$ cat config.mk
export PLATFORM = sky130hd
export DESIGN_NAME = fiaps_sequencer
export DESIGN_NICKNAME = d
export VERILOG_FILES = /design/src/core/fiaps_pkg.sv /design/src/core/fiaps_axil_slave.sv /design/src/core/fiaps_sequencer.sv /design/src/core/fiaps_write_buffer.sv
export SDC_FILE = /design/constraint.sdc
export NUM_CORES = 2
export LEC_CHECK = 0
export BUFFER_PORTS_ARGS = -buffer_cell sky130_fd_sc_hd__buf_2
export CORE_ASPECT_RATIO = 1.75
export CORE_UTILIZATION = 62
export DETAILED_ROUTE_END_ITERATION = 12
export PLACE_DENSITY = 0.8
export SKIP_LAST_GASP = 1
export SYNTH_ARGS = -nofsm -noshare
export SYNTH_HDL_FRONTEND = slang
export SYNTH_SLANG_ARGS = --single-unit
$ cat constraint.sdc
create_clock -name clk_sys -period 33.4 [get_ports clk_sys]
set_input_delay 1.67 -clock clk_sys [delete_from_list [all_inputs] [get_ports clk_sys]]
set_output_delay 1.67 -clock clk_sys [all_outputs]
set_load 0.005 [all_outputs]
$ cat src/core/fiaps_pkg.sv
// Package of offsets, field positions, reset values and timings for the sequencer
package fiaps_pkg;

    // Register byte offsets on the AXI4-Lite bus
    localparam logic [7:0] OFF_CTRL_MAIN = 8'h00;
    localparam logic [7:0] OFF_CTRL_TIMING = 8'h04;
    localparam logic [7:0] OFF_ADDR_LOW = 8'h08;
    localparam logic [7:0] OFF_ADDR_HIGH = 8'h0C;
    localparam logic [7:0] OFF_DATA_LOW = 8'h10;
    localparam logic [7:0] OFF_DATA_HIGH = 8'h14;
    localparam logic [7:0] OFF_KEY_A_LOW = 8'h18;
    localparam logic [7:0] OFF_KEY_B_LOW = 8'h1C;
    localparam logic [7:0] OFF_KEY_C_LOW = 8'h20;
    localparam logic [7:0] OFF_KEY_A_HIGH = 8'h24;
    localparam logic [7:0] OFF_KEY_B_HIGH = 8'h28;
    localparam logic [7:0] OFF_KEY_C_HIGH = 8'h2C;
    localparam logic [7:0] OFF_LAST = 8'h2C;

    // Field positions in flash_ctrl_main
    localparam int POS_OP_SELECT = 0;
    localparam int POS_UNLOCK_TRIGGER = 3;
    localparam int POS_PROGRAM_START = 4;
    localparam int POS_ERASE_WRITE_EN = 5;
    localparam int POS_BUSY = 6;
    // Field positions in flash_ctrl_timing
    localparam int POS_BUF_CLEAR = 0;
    localparam int POS_DUR_SELECT = 1;

    // Operation select codes
    localparam logic [2:0] OP_WRITE = 3'h0;
    localparam logic [2:0] OP_ERASE = 3'h1;
    localparam logic [2:0] OP_UNLOCK = 3'h6;

    // Unlock key, in the order it must be written
    localparam logic [7:0] KEY_0 = 8'h00;
    localparam logic [7:0] KEY_1 = 8'h0D;
    localparam logic [7:0] KEY_2 = 8'hC3;
    localparam logic [7:0] KEY_3 = 8'h04;
    localparam logic [7:0] KEY_4 = 8'h09;
    localparam logic [7:0] KEY_5 = 8'h40;
    localparam logic [2:0] KEY_COUNT = 3'h6;

    // Geometry
    localparam int ADDR_W = 13;
    localparam int WORD_W = 16;
    localparam int PAGE_WORDS = 32;
    localparam logic [4:0] PAGE_LAST = 5'h1F;
    localparam logic [WORD_W-1:0] ERASED_WORD = 16'h0000;
    localparam logic [WORD_W-1:0] BUF_RESET = 16'h0000;

    // Timing at 125 MHz
    localparam longint CLK_KHZ = 125000;
    localparam longint ERASE_T0_NS = 3200000;
    localparam longint WRITE_T0_NS = 2200000;
    localparam longint ERASE_T1_NS = 3700000;
    localparam longint WRITE_T1_NS = 3000000;
    localparam int ERASE_T0_CYC = int'(ERASE_T0_NS * CLK_KHZ / 1000000);
    localparam int WRITE_T0_CYC = int'(WRITE_T0_NS * CLK_KHZ / 1000000);
    localparam int ERASE_T1_CYC = int'(ERASE_T1_NS * CLK_KHZ / 1000000);
    localparam int WRITE_T1_CYC = int'(WRITE_T1_NS * CLK_KHZ / 1000000);
    localparam int UNLOCK_WINDOW_CYC = 1024;

    // AXI responses
    localparam logic [1:0] RESP_OKAY = 2'h0;
    localparam logic [1:0] RESP_SLVERR = 2'h2;

endpackage : fiaps_pkg

$ cat src/core/fiaps_axil_slave.sv
// AXI4-Lite slave front end producing a register write strobe and a register read address
`timescale 1ns/10ps
module fiaps_axil_slave
    import fiaps_pkg::*;
(
    input wire logic clk_sys,
    input wire logic rst,
    input wire logic [7:0] awaddr,
    input wire logic awvalid,
    output logic awready,
    input wire logic [31:0] wdata,
    input wire logic [3:0] wstrb,
    input wire logic wvalid,
    output logic wready,
    output logic [1:0] bresp,
    output logic bvalid,
    input wire logic bready,
    input wire logic [7:0] araddr,
    input wire logic arvalid,
    output logic arready,
    output logic [31:0] rdata,
    output logic [1:0] rresp,
    output logic rvalid,
    input wire logic rready,
    output logic regWrStb,
    output logic [7:0] regWrAddr,
    output logic [7:0] regWrData,
    output logic [7:0] regRdAddr,
    input wire logic [7:0] regRdData
);

    logic awHeld_r, wHeld_r;
    logic [7:0] awAddr_r;
    logic [7:0] wData_r;
    logic wLane_r;
    logic wrMapped;
    logic rdMapped;

    assign awready = !awHeld_r && !bvalid;
    assign wready = !wHeld_r && !bvalid;
    assign arready = !rvalid;
    assign wrMapped = (awAddr_r[1:0] == 2'h0) && (awAddr_r <= OFF_LAST);
    assign rdMapped = (araddr[1:0] == 2'h0) && (araddr <= OFF_LAST);
    // Only byte lane 0 carries register bits
    assign regWrStb = awHeld_r && wHeld_r && wLane_r && wrMapped;
    assign regWrAddr = awAddr_r;
    assign regWrData = wData_r;
    assign regRdAddr = araddr;

    ////////////////////////////////////////////////////////////////////////
    always_ff @(posedge clk_sys or posedge rst) begin
        if (rst) begin
            awHeld_r <= 1'b0;
            wHeld_r <= 1'b0;
            awAddr_r <= 8'h00;
            wData_r <= 8'h00;
            wLane_r <= 1'b0;
            bvalid <= 1'b0;
            bresp <= RESP_OKAY;
        end else begin
            if (awvalid && awready) begin
                awHeld_r <= 1'b1;
                awAddr_r <= awaddr;
            end
            if (wvalid && wready) begin
                wHeld_r <= 1'b1;
                wData_r <= wdata[7:0];
                wLane_r <= wstrb[0];
            end
            if (awHeld_r && wHeld_r) begin
                awHeld_r <= 1'b0;
                wHeld_r <= 1'b0;
                bvalid <= 1'b1;
                bresp <= wrMapped ? RESP_OKAY : RESP_SLVERR;
            end else if (bvalid && bready) begin
                bvalid <= 1'b0;
            end
        end
    end

    ////////////////////////////////////////////////////////////////////////
    always_ff @(posedge clk_sys or posedge rst) begin
        if (rst) begin
            rvalid <= 1'b0;
            rdata <= 32'h0000_0000;
            rresp <= RESP_OKAY;
        end else if (arvalid && arready) begin
            rvalid <= 1'b1;
            rdata <= rdMapped ? {24'h00_0000, regRdData} : 32'h0000_0000;
            rresp <= rdMapped ? RESP_OKAY : RESP_SLVERR;
        end else if (rvalid && rready) begin
            rvalid <= 1'b0;
        end
    end

endmodule : fiaps_axil_slave

$ cat src/core/fiaps_sequencer.sv
// Flash in-application erase/write sequencer with unlock and page buffer
// Contract
// - Successful unlock sets enabled flag; only then erase or write run.
// - Page erase and page write need the enabled flag high.
// - Each high data write tags address and increments; holds at 11111b.
// - Erase touches only addresses tagged by high data writes.
// - Erased words are written as 0000h for blank check.
// - Buffer clear empties the buffer before reload and rewrite.
// - Software clearing enabled flag disables erase and write at once; a main write that clears it with the start bit set still starts.
// - Op select 110 is unlock mode; trigger bit starts key check.
// - Trigger bit starts timeout timer; keys must arrive before expiry.
// - Key 00,0D,C3,04,09,40 to low regs a-c then high regs a-c.
// - Timer expiry clears trigger bit by hardware regardless of keys.
// - Wrong key leaves erase/write disabled; correct key enables it.
// - Buffer holds 32 words, one page chosen by address bits 12..5.
// - Each low-then-high data write advances buffer address by one.
// - Buffer address stops at last word of page.
// - Op select 001 is erase; start bit erases tagged page.
// - Op select 000 is write; start bit programs buffered words.
// - Start in write mode transfers buffer; start bit falls when done.
// - Processor halted while erase or write is active.
// - Time until start bit falls depends on duration select bit.
// - Select 0: erase 3.2ms, write 2.2ms; select 1: 3.7ms, 3.0ms.
// - High data write loads high and low bytes; low write only stores.
// - Start bit set by software, cleared by hardware on completion.
// - Buffer clear bit set by software, cleared by hardware when done.
//
// Local design decisions: the register addresses and register access over AXI4-Lite.
`timescale 1ns/10ps
module fiaps_sequencer
    import fiaps_pkg::*;
#(
    parameter int ERASE_SEL0_CYC = ERASE_T0_CYC,
    parameter int WRITE_SEL0_CYC = WRITE_T0_CYC,
    parameter int ERASE_SEL1_CYC = ERASE_T1_CYC,
    parameter int WRITE_SEL1_CYC = WRITE_T1_CYC
)
(
    input wire logic clk_sys,
    input wire logic rst,
    input wire logic [7:0] awaddr,
    input wire logic awvalid,
    output logic awready,
    input wire logic [31:0] wdata,
    input wire logic [3:0] wstrb,
    input wire logic wvalid,
    output logic wready,
    output logic [1:0] bresp,
    output logic bvalid,
    input wire logic bready,
    input wire logic [7:0] araddr,
    input wire logic arvalid,
    output logic arready,
    output logic [31:0] rdata,
    output logic [1:0] rresp,
    output logic rvalid,
    input wire logic rready,
    output logic cpuHalt,
    output logic flashWe,
    output logic [ADDR_W-1:0] flashAddr,
    output logic [WORD_W-1:0] flashData
);

    typedef enum logic [1:0] {ST_IDLE, ST_WALK, ST_WAIT} fiaps_state_t;

    logic regWrStb;
    logic [7:0] regWrAddr, regWrData, regRdAddr;
    logic [7:0] regRdData;
    logic [2:0] opSel_r;
    logic unlockTrig_r, programStart_r, enabled_r;
    logic bufClear_r, durSel_r;
    logic [ADDR_W-1:0] addr_r;
    logic [7:0] dataLow_r, dataHigh_r;
    logic [7:0] keyReg_r [6];
    logic [2:0] keyProgress_r;
    logic [10:0] unlockCnt_r;
    logic [PAGE_WORDS-1:0] tag_r;
    fiaps_state_t state_r;
    logic opErase_r;
    logic [4:0] walkIdx_r;
    logic [31:0] opCnt_r, opLimit_r;
    logic [WORD_W-1:0] bufRdData;
    logic bufRdValid;
    logic wrMain, wrTiming, wrHigh, startReq, opDone, unlockExpire;
    logic keyHit;
    logic [2:0] keySlot;
    logic keySlotOk;
    logic [7:0] keyExpect;

    ////////////////////////////////////////////////////////////////////////
    fiaps_axil_slave u_bus (
        .clk_sys(clk_sys),
        .rst(rst),
        .awaddr(awaddr),
        .awvalid(awvalid),
        .awready(awready),
        .wdata(wdata),
        .wstrb(wstrb),
        .wvalid(wvalid),
        .wready(wready),
        .bresp(bresp),
        .bvalid(bvalid),
        .bready(bready),
        .araddr(araddr),
        .arvalid(arvalid),
        .arready(arready),
        .rdata(rdata),
        .rresp(rresp),
        .rvalid(rvalid),
        .rready(rready),
        .regWrStb(regWrStb),
        .regWrAddr(regWrAddr),
        .regWrData(regWrData),
        .regRdAddr(regRdAddr),
        .regRdData(regRdData)
    );

    fiaps_write_buffer u_buf (
        .clk_sys(clk_sys),
        .rst(rst),
        .clear(bufClear_r),
        .load(wrHigh),
        .loadIdx(addr_r[4:0]),
        .loadData({regWrData, dataLow_r}),
        .readIdx(walkIdx_r),
        .readData(bufRdData),
        .readValid(bufRdValid)
    );

    ////////////////////////////////////////////////////////////////////////
    assign wrMain = regWrStb && regWrAddr == OFF_CTRL_MAIN;
    assign wrTiming = regWrStb && regWrAddr == OFF_CTRL_TIMING;
    assign wrHigh = regWrStb && regWrAddr == OFF_DATA_HIGH;
    // Start is honoured only when idle, enabled and in erase or write mode
    assign startReq = wrMain && regWrData[POS_PROGRAM_START] && enabled_r
        && state_r == ST_IDLE
        && (regWrData[2:0] == OP_ERASE || regWrData[2:0] == OP_WRITE);
    assign opDone = state_r == ST_WAIT && opCnt_r >= opLimit_r;
    assign unlockExpire = unlockTrig_r
        && unlockCnt_r == 11'(UNLOCK_WINDOW_CYC - 1);

    // Key slot order: low a, b, c then high a, b, c
    always_comb begin
        keySlotOk = 1'b1;
        keySlot = 3'h0;
        case (regWrAddr)
            OFF_KEY_A_LOW: keySlot = 3'h0;
            OFF_KEY_B_LOW: keySlot = 3'h1;
            OFF_KEY_C_LOW: keySlot = 3'h2;
            OFF_KEY_A_HIGH: keySlot = 3'h3;
            OFF_KEY_B_HIGH: keySlot = 3'h4;
            OFF_KEY_C_HIGH: keySlot = 3'h5;
            default: keySlotOk = 1'b0;
        endcase
    end

    always_comb begin
        case (keyProgress_r)
            3'h0: keyExpect = KEY_0;
            3'h1: keyExpect = KEY_1;
            3'h2: keyExpect = KEY_2;
            3'h3: keyExpect = KEY_3;
            3'h4: keyExpect = KEY_4;
            default: keyExpect = KEY_5;
        endcase
    end

    assign keyHit = regWrStb && keySlotOk && unlockTrig_r
        && keySlot == keyProgress_r && regWrData == keyExpect;

    ////////////////////////////////////////////////////////////////////////
    // Control register
    always_ff @(posedge clk_sys or posedge rst) begin
        if (rst) begin
            opSel_r <= OP_WRITE;
            programStart_r <= 1'b0;
        end else begin
            if (wrMain && state_r == ST_IDLE) begin
                opSel_r <= regWrData[2:0];
            end
            if (startReq) begin
                programStart_r <= 1'b1;
            end else if (opDone) begin
                programStart_r <= 1'b0;
            end
        end
    end

    // Unlock trigger and its timeout
    always_ff @(posedge clk_sys or posedge rst) begin
        if (rst) begin
            unlockTrig_r <= 1'b0;
            unlockCnt_r <= 11'h000;
        end else if (wrMain && regWrData[POS_UNLOCK_TRIGGER]
                     && regWrData[2:0] == OP_UNLOCK) begin
            unlockTrig_r <= 1'b1;
            unlockCnt_r <= 11'h000;
        end else if (unlockExpire) begin
            unlockTrig_r <= 1'b0;
        end else if (unlockTrig_r) begin
            unlockCnt_r <= unlockCnt_r + 11'h001;
        end
    end

    // Key progress; any out-of-order or wrong value starts over
    always_ff @(posedge clk_sys or posedge rst) begin
        if (rst) begin
            keyProgress_r <= 3'h0;
        end else if (!unlockTrig_r || keyProgress_r == KEY_COUNT) begin
            keyProgress_r <= 3'h0;
        end else if (keyHit) begin
            keyProgress_r <= keyProgress_r + 3'h1;
        end else if (regWrStb && keySlotOk) begin
            keyProgress_r <= 3'h0;
        end
    end

    // Enabled flag: hardware set wins over a software clear
    always_ff @(posedge clk_sys or posedge rst) begin
        if (rst) begin
            enabled_r <= 1'b0;
        end else if (unlockTrig_r && keyProgress_r == KEY_COUNT) begin
            enabled_r <= 1'b1;
        end else if (wrMain && !regWrData[POS_ERASE_WRITE_EN]) begin
            enabled_r <= 1'b0;
        end
    end

    // Timing register; buffer clear lasts one cycle, not while busy
    always_ff @(posedge clk_sys or posedge rst) begin
        if (rst) begin
            bufClear_r <= 1'b0;
            durSel_r <= 1'b0;
        end else begin
            if (wrTiming && state_r == ST_IDLE) begin
                durSel_r <= regWrData[POS_DUR_SELECT];
            end
            if (wrTiming && regWrData[POS_BUF_CLEAR] && state_r == ST_IDLE) begin
                bufClear_r <= 1'b1;
            end else begin
                bufClear_r <= 1'b0;
            end
        end
    end

    // Address, data and key registers
    always_ff @(posedge clk_sys or posedge rst) begin
        if (rst) begin
            addr_r <= 13'h0000;
            dataLow_r <= 8'h00;
            dataHigh_r <= 8'h00;
            for (int i = 0; i < 6; i++) begin
                keyReg_r[i] <= 8'h00;
            end
        end else if (regWrStb) begin
            if (regWrAddr == OFF_ADDR_LOW) begin
                addr_r[7:0] <= regWrData;
            end
            if (regWrAddr == OFF_ADDR_HIGH) begin
                addr_r[12:8] <= regWrData[4:0];
            end
            if (regWrAddr == OFF_DATA_LOW) begin
                dataLow_r <= regWrData;
            end
            if (wrHigh) begin
                dataHigh_r <= regWrData;
                if (addr_r[4:0] != PAGE_LAST) begin
                    addr_r <= addr_r + 13'h0001;
                end
            end
            if (keySlotOk) begin
                keyReg_r[keySlot] <= regWrData;
            end
        end
    end

    // Erase tags survive buffer clear; a finished erase drops them
    always_ff @(posedge clk_sys or posedge rst) begin
        if (rst) begin
            tag_r <= '0;
        end else begin
            if (opDone && opErase_r) begin
                tag_r <= '0;
            end
            if (wrHigh) begin
                tag_r[addr_r[4:0]] <= 1'b1;
            end
        end
    end

    ////////////////////////////////////////////////////////////////////////
    // Operation engine: walk the page, then wait out the selected time
    always_ff @(posedge clk_sys or posedge rst) begin
        if (rst) begin
            state_r <= ST_IDLE;
            opErase_r <= 1'b0;
            walkIdx_r <= 5'h00;
            opCnt_r <= 32'h0000_0000;
            opLimit_r <= 32'h0000_0000;
        end else begin
            case (state_r)
                ST_IDLE: begin
                    if (startReq) begin
                        state_r <= ST_WALK;
                        opErase_r <= regWrData[2:0] == OP_ERASE;
                        walkIdx_r <= 5'h00;
                        opCnt_r <= 32'h0000_0001;
                        if (regWrData[2:0] == OP_ERASE) begin
                            opLimit_r <= durSel_r ? 32'(ERASE_SEL1_CYC)
                                : 32'(ERASE_SEL0_CYC);
                        end else begin
                            opLimit_r <= durSel_r ? 32'(WRITE_SEL1_CYC)
                                : 32'(WRITE_SEL0_CYC);
                        end
                    end
                end
                ST_WALK: begin
                    opCnt_r <= opCnt_r + 32'h0000_0001;
                    walkIdx_r <= walkIdx_r + 5'h01;
                    if (walkIdx_r == PAGE_LAST) begin
                        state_r <= ST_WAIT;
                    end
                end
                ST_WAIT: begin
                    opCnt_r <= opCnt_r + 32'h0000_0001;
                    if (opDone) begin
                        state_r <= ST_IDLE;
                    end
                end
                default: state_r <= ST_IDLE;
            endcase
        end
    end

    // Flash port: registered word writes during the walk
    always_ff @(posedge clk_sys or posedge rst) begin
        if (rst) begin
            flashWe <= 1'b0;
            flashAddr <= 13'h0000;
            flashData <= 16'h0000;
        end else begin
            flashAddr <= {addr_r[12:5], walkIdx_r};
            if (state_r == ST_WALK && opErase_r) begin
                flashWe <= tag_r[walkIdx_r];
                flashData <= ERASED_WORD;
            end else if (state_r == ST_WALK) begin
                flashWe <= bufRdValid;
                flashData <= bufRdData;
            end else begin
                flashWe <= 1'b0;
                flashData <= 16'h0000;
            end
        end
    end

    // Whole-core halt; too coarse for debug but matches the stall
    assign cpuHalt = state_r != ST_IDLE;

    ////////////////////////////////////////////////////////////////////////
    always_comb begin
        regRdData = 8'h00;
        case (regRdAddr)
            OFF_CTRL_MAIN: regRdData = {1'b0, cpuHalt, enabled_r,
                programStart_r, unlockTrig_r, opSel_r};
            OFF_CTRL_TIMING: regRdData = {6'h00, durSel_r, bufClear_r};
            OFF_ADDR_LOW: regRdData = addr_r[7:0];
            OFF_ADDR_HIGH: regRdData = {3'h0, addr_r[12:8]};
            OFF_DATA_LOW: regRdData = dataLow_r;
            OFF_DATA_HIGH: regRdData = dataHigh_r;
            OFF_KEY_A_LOW: regRdData = keyReg_r[0];
            OFF_KEY_B_LOW: regRdData = keyReg_r[1];
            OFF_KEY_C_LOW: regRdData = keyReg_r[2];
            OFF_KEY_A_HIGH: regRdData = keyReg_r[3];
            OFF_KEY_B_HIGH: regRdData = keyReg_r[4];
            OFF_KEY_C_HIGH: regRdData = keyReg_r[5];
            default: regRdData = 8'h00;
        endcase
    end

endmodule : fiaps_sequencer

$ cat src/core/fiaps_write_buffer.sv
// One-page write buffer of 32 sixteen-bit words with valid bits
`timescale 1ns/10ps
module fiaps_write_buffer
    import fiaps_pkg::*;
(
    input wire logic clk_sys,
    input wire logic rst,
    input wire logic clear,
    input wire logic load,
    input wire logic [4:0] loadIdx,
    input wire logic [WORD_W-1:0] loadData,
    input wire logic [4:0] readIdx,
    output logic [WORD_W-1:0] readData,
    output logic readValid
);

    logic [WORD_W-1:0] word_r [PAGE_WORDS];
    logic [PAGE_WORDS-1:0] valid_r;

    assign readData = word_r[readIdx];
    assign readValid = valid_r[readIdx];

    genvar gi;
    generate
        for (gi = 0; gi < PAGE_WORDS; gi++) begin : g_word
            always_ff @(posedge clk_sys or posedge rst) begin
                if (rst) begin
                    word_r[gi] <= BUF_RESET;
                    valid_r[gi] <= 1'b0;
                end else if (clear) begin
                    word_r[gi] <= BUF_RESET;
                    valid_r[gi] <= 1'b0;
                end else if (load && loadIdx == 5'(gi)) begin
                    word_r[gi] <= loadData;
                    valid_r[gi] <= 1'b1;
                end
            end
        end
    endgenerate

endmodule : fiaps_write_buffer

==> results_dict.tcl <==
set metrics [dict create \
    status "finished, final reports clean" \
    synth.largest_area_cell "dfrtp_1" \
    synth_top_family_by_area "simple AND/OR/NAND/NOR gates" \
    ys_top_cells_by_area "dfrtp_1 (52%), nand2_1 (11%), mux4_2 (11%), a21oi_1 (7.4%), mux2_2 (2.6%)" \
    postCtsSetupBuffers 0 \
    multi_input_area_mm2 0.01646 \
    layout.nets 3773 \
    r2r_cells 4 \
    grt-ovfl-total 0 \
    tightest_slew_ns 1.254 \
    hold_class "reg -> reg" \
    cts_resized 0 \
    dp_hpwl_um 66210 \
    clockBufferDepth 3 \
    area_growth_pct 7.671 \
    ys_seq_elements 785 \
    irDropWorstVdd_mv 0.06937 \
    holdPathStages 2 \
    numCtsBuffers 72 \
    core_mm2 0.06000 \
    async_reset_ff_frac 1.000 \
    rows 119 \
    synthXorXnorAreaFrac 0.007458 \
    globalplace.congestion 0.8919 \
    port-buffer-count 77 \
    cts.clk_slew.worst_paths_ns 0.07 \
    final-seq-area_mm2 0.01967 \
    synthCells 3780 \
    drive_gt1_frac 0.1519 \
    start_util 0.6263 \
    insertion_delay_ns 0.63 \
    grt_pass1_wl_um 166000 \
    cts.sink_count 785 \
    grt_max_degree 177 \
    power.leakage_uw 0.01750 \
    grt_pass1_vias 29820 \
    first_pass_iters 6 \
    fin_crit_sh 0.1304 \
    synth-warning-count 0 \
    r2r_end "u_buf.word_r[271]" \
    synth_top_area_share 0.5227 \
    synth_cell_types 71 \
    startpoint_type "input port" \
    setup_tns_ns 0 \
    wl_per_cell_um 23.47 \
    fillCellCount 4329 \
    die_x_um 188.1 \
    totalWireLength_um 105900 \
    final_area_mm2 0.04046 \
    path_max_fanout 117 \
    synth_compound_area_frac 0.1100 \
    placed_area_mm2 0.03815 \
    ant_nets 0 \
    die_area_mm2 0.06164 \
    drt_iter0_drc 3220 \
    power_density_mw_per_mm2 50.66 \
    cts_root_buf "clkbuf_16" \
    synth_area_per_cell_um2 9.942 \
    fin_skew_ns 0.02520 \
    synthMuxAreaShare 0.1378 \
    relSlewSlack 0.1620 \
    synth_top_cells_by_count "nand2_1 (1122), dfrtp_1 (785), a21oi_1 (556), clkbuf_1 (256), mux4_2 (178)" \
    hold_end "opLimit_r[18]" \
    arrival_ns 4.96 \
    setup.worst_path.class "in -> async" \
    finalMaxSlewViolations 0 \
    io_pins 131 \
    synth-simple-area-share 0.1669 \
    hold_viol_final 0 \
    remaining_drc_errors 0 \
    setup_viol 0 \
    tritoncts "yes" \
    via_per_inst 6.489 \
    dieHeight_um 327.7 \
    synth_most_common_cell "nand2_1" \
    place_worst_setup_slack_ns 28.21 \
    htree_levels 3 \
    fin_util 0.6744 \
    hp-start "opLimit_r[18]" \
    grt_usage 0.3508 \
    ys_seq_area_frac 0.5227 \
    antenna_found_initial 1 \
    rrSetupSlack_ns 29.06 \
    postCtsHoldBufs 0 \
    synth_edf_count 0 \
    critical_path_required_ns 34.00 \
    max_freq_mhz 229.6 \
    rsz0062_at_grt "no" \
    maxCapViolCount 0 \
    setup_ws_ns 29.04 \
    period_minus_slack_ns 4.356 \
    synth_area_mm2 0.03758 \
    worst_setup_path_end_kind "async pin" \
    vias 29280 \
    r2r_start "bufClear_r" \
    synth_ff_type "dfrtp_1" \
    synthAdderAreaFrac 0.01265 \
]
## state kept, by name, indices dropped and copies added (netlist names), 2 cells and up
register,flops
u_bus.regWrData,8
unlockCnt_r,11
opLimit_r,10
dataLow_r,8
dataHigh_r,8
flashData,16
opCnt_r,32
u_bus.regWrAddr,8
tag_r,32
addr_r,13
keyProgress_r,3
u_buf.valid_r,32
u_buf.word_r,512
keyReg_r,48
state_r,2
walkIdx_r,5
opSel_r,3
u_bus.rdata,8
flashAddr,13
## critical path, stage by stage
cell and delay, ns:
buf_2 0.13, inv_8 0.55, buf_4 0.85, buf_4 0.84, buf_4 0.80
## where the power goes
| part | internal (uW) | total [uW] | switching, uW |
|---|---|---|---|
| clock | 463 | 832 | 369 |
| sequential | 973 | 1040 | 64.5 |
| combinational | 49.1 | 180 | 131 |
| total | 1490 | 2050 | 564 |
## routing by layer
layer  up-vias  share of wire  global-route usage
met1     14660           0.34              0.4133
met3       379          0.081             0.06709
met5         -              0                   0
li1      12630              -                   -
met4         0          0.075              0.2469
met2      1603           0.50              0.5804
## cell type report
| type | instances | share of cell area |
|---|---|---|
| Clock inverter | 24 | 0.006339 |
| Clock buffer | 99 | 0.05077 |
| Sequential cell | 785 | 0.4860 |
| Inverter | 39 | 0.003803 |
| Antenna cell | 1 | 0.00006184 |
| Timing Repair Buffer | 142 | 0.02189 |
| Multi-Input combinational cell | 2636 | 0.4068 |
| Tap cell | 786 | 0.02430 |
## logic make-up (layout without fill, tap and decap cells)
| kind of cell | Yosys count | count (layout) |
|---|---|---|
| DFF | 785 | 785 |
| other | 1 | 27 |
| buffers and inverters | 384 | 304 |
| and+or+nand+nor | 1520 | 1520 |
| muxes | 284 | 284 |
| AOI/OAI and AO/OA | 736 | 736 |
| xor gates and xnor gates | 32 | 32 |
| adders and majority gates | 38 | 38 |
## layout by cell type, fill, tap and decap left out, types with 26 or more instances in the layout
| master | count |
|---|---|
| nand4_1 | 27 |
| o2bb2ai_1 | 31 |
| conb_1 | 26 |
| nor2_1 | 168 |
| nand3_1 | 52 |
| a21oi_1 | 556 |
| ha_1 | 38 |
| clkbuf_16 | 73 |
| mux4_2 | 178 |
| dfrtp_1 | 773 |
| o21ai_0 | 42 |
| nand2_1 | 1122 |
| inv_1 | 38 |
| buf_4 | 64 |
| mux2_2 | 87 |
| buf_2 | 77 |
## how the worst max path moves through the flow
| stage | startpoint | to |
|---|---|---|
| 2_1_floorplan | rst | addr_r[0] |
| 3_3_place_gp | rst | u_bus.regWrData[5] |
| 3_5_place_dp | rst | u_bus.regWrData[5] |
| 4_1_cts | rst | u_bus.regWrData[4] |
| 5_1_grt | rst | u_bus.regWrData[4] |
| 6_report | rst | u_bus.regWrData[1] |
## through the flow
| stage | instances | hold WS (ns) | power, uW |
|---|---|---|---|
| 5_1_grt | 4511 | 0.4910 | 2102 |
| 2_1_floorplan | 3805 | 0.3519 | 1148 |
| 3_3_place_gp | 4388 | 0.4369 | 1223 |
| 6_report | 4512 | 0.4517 | 2050 |
| 3_5_place_dp | 4388 | 0.4427 | 1228 |
| 4_1_cts | 4511 | 0.4563 | 2048 |
(Power assumes the default switching activity.)
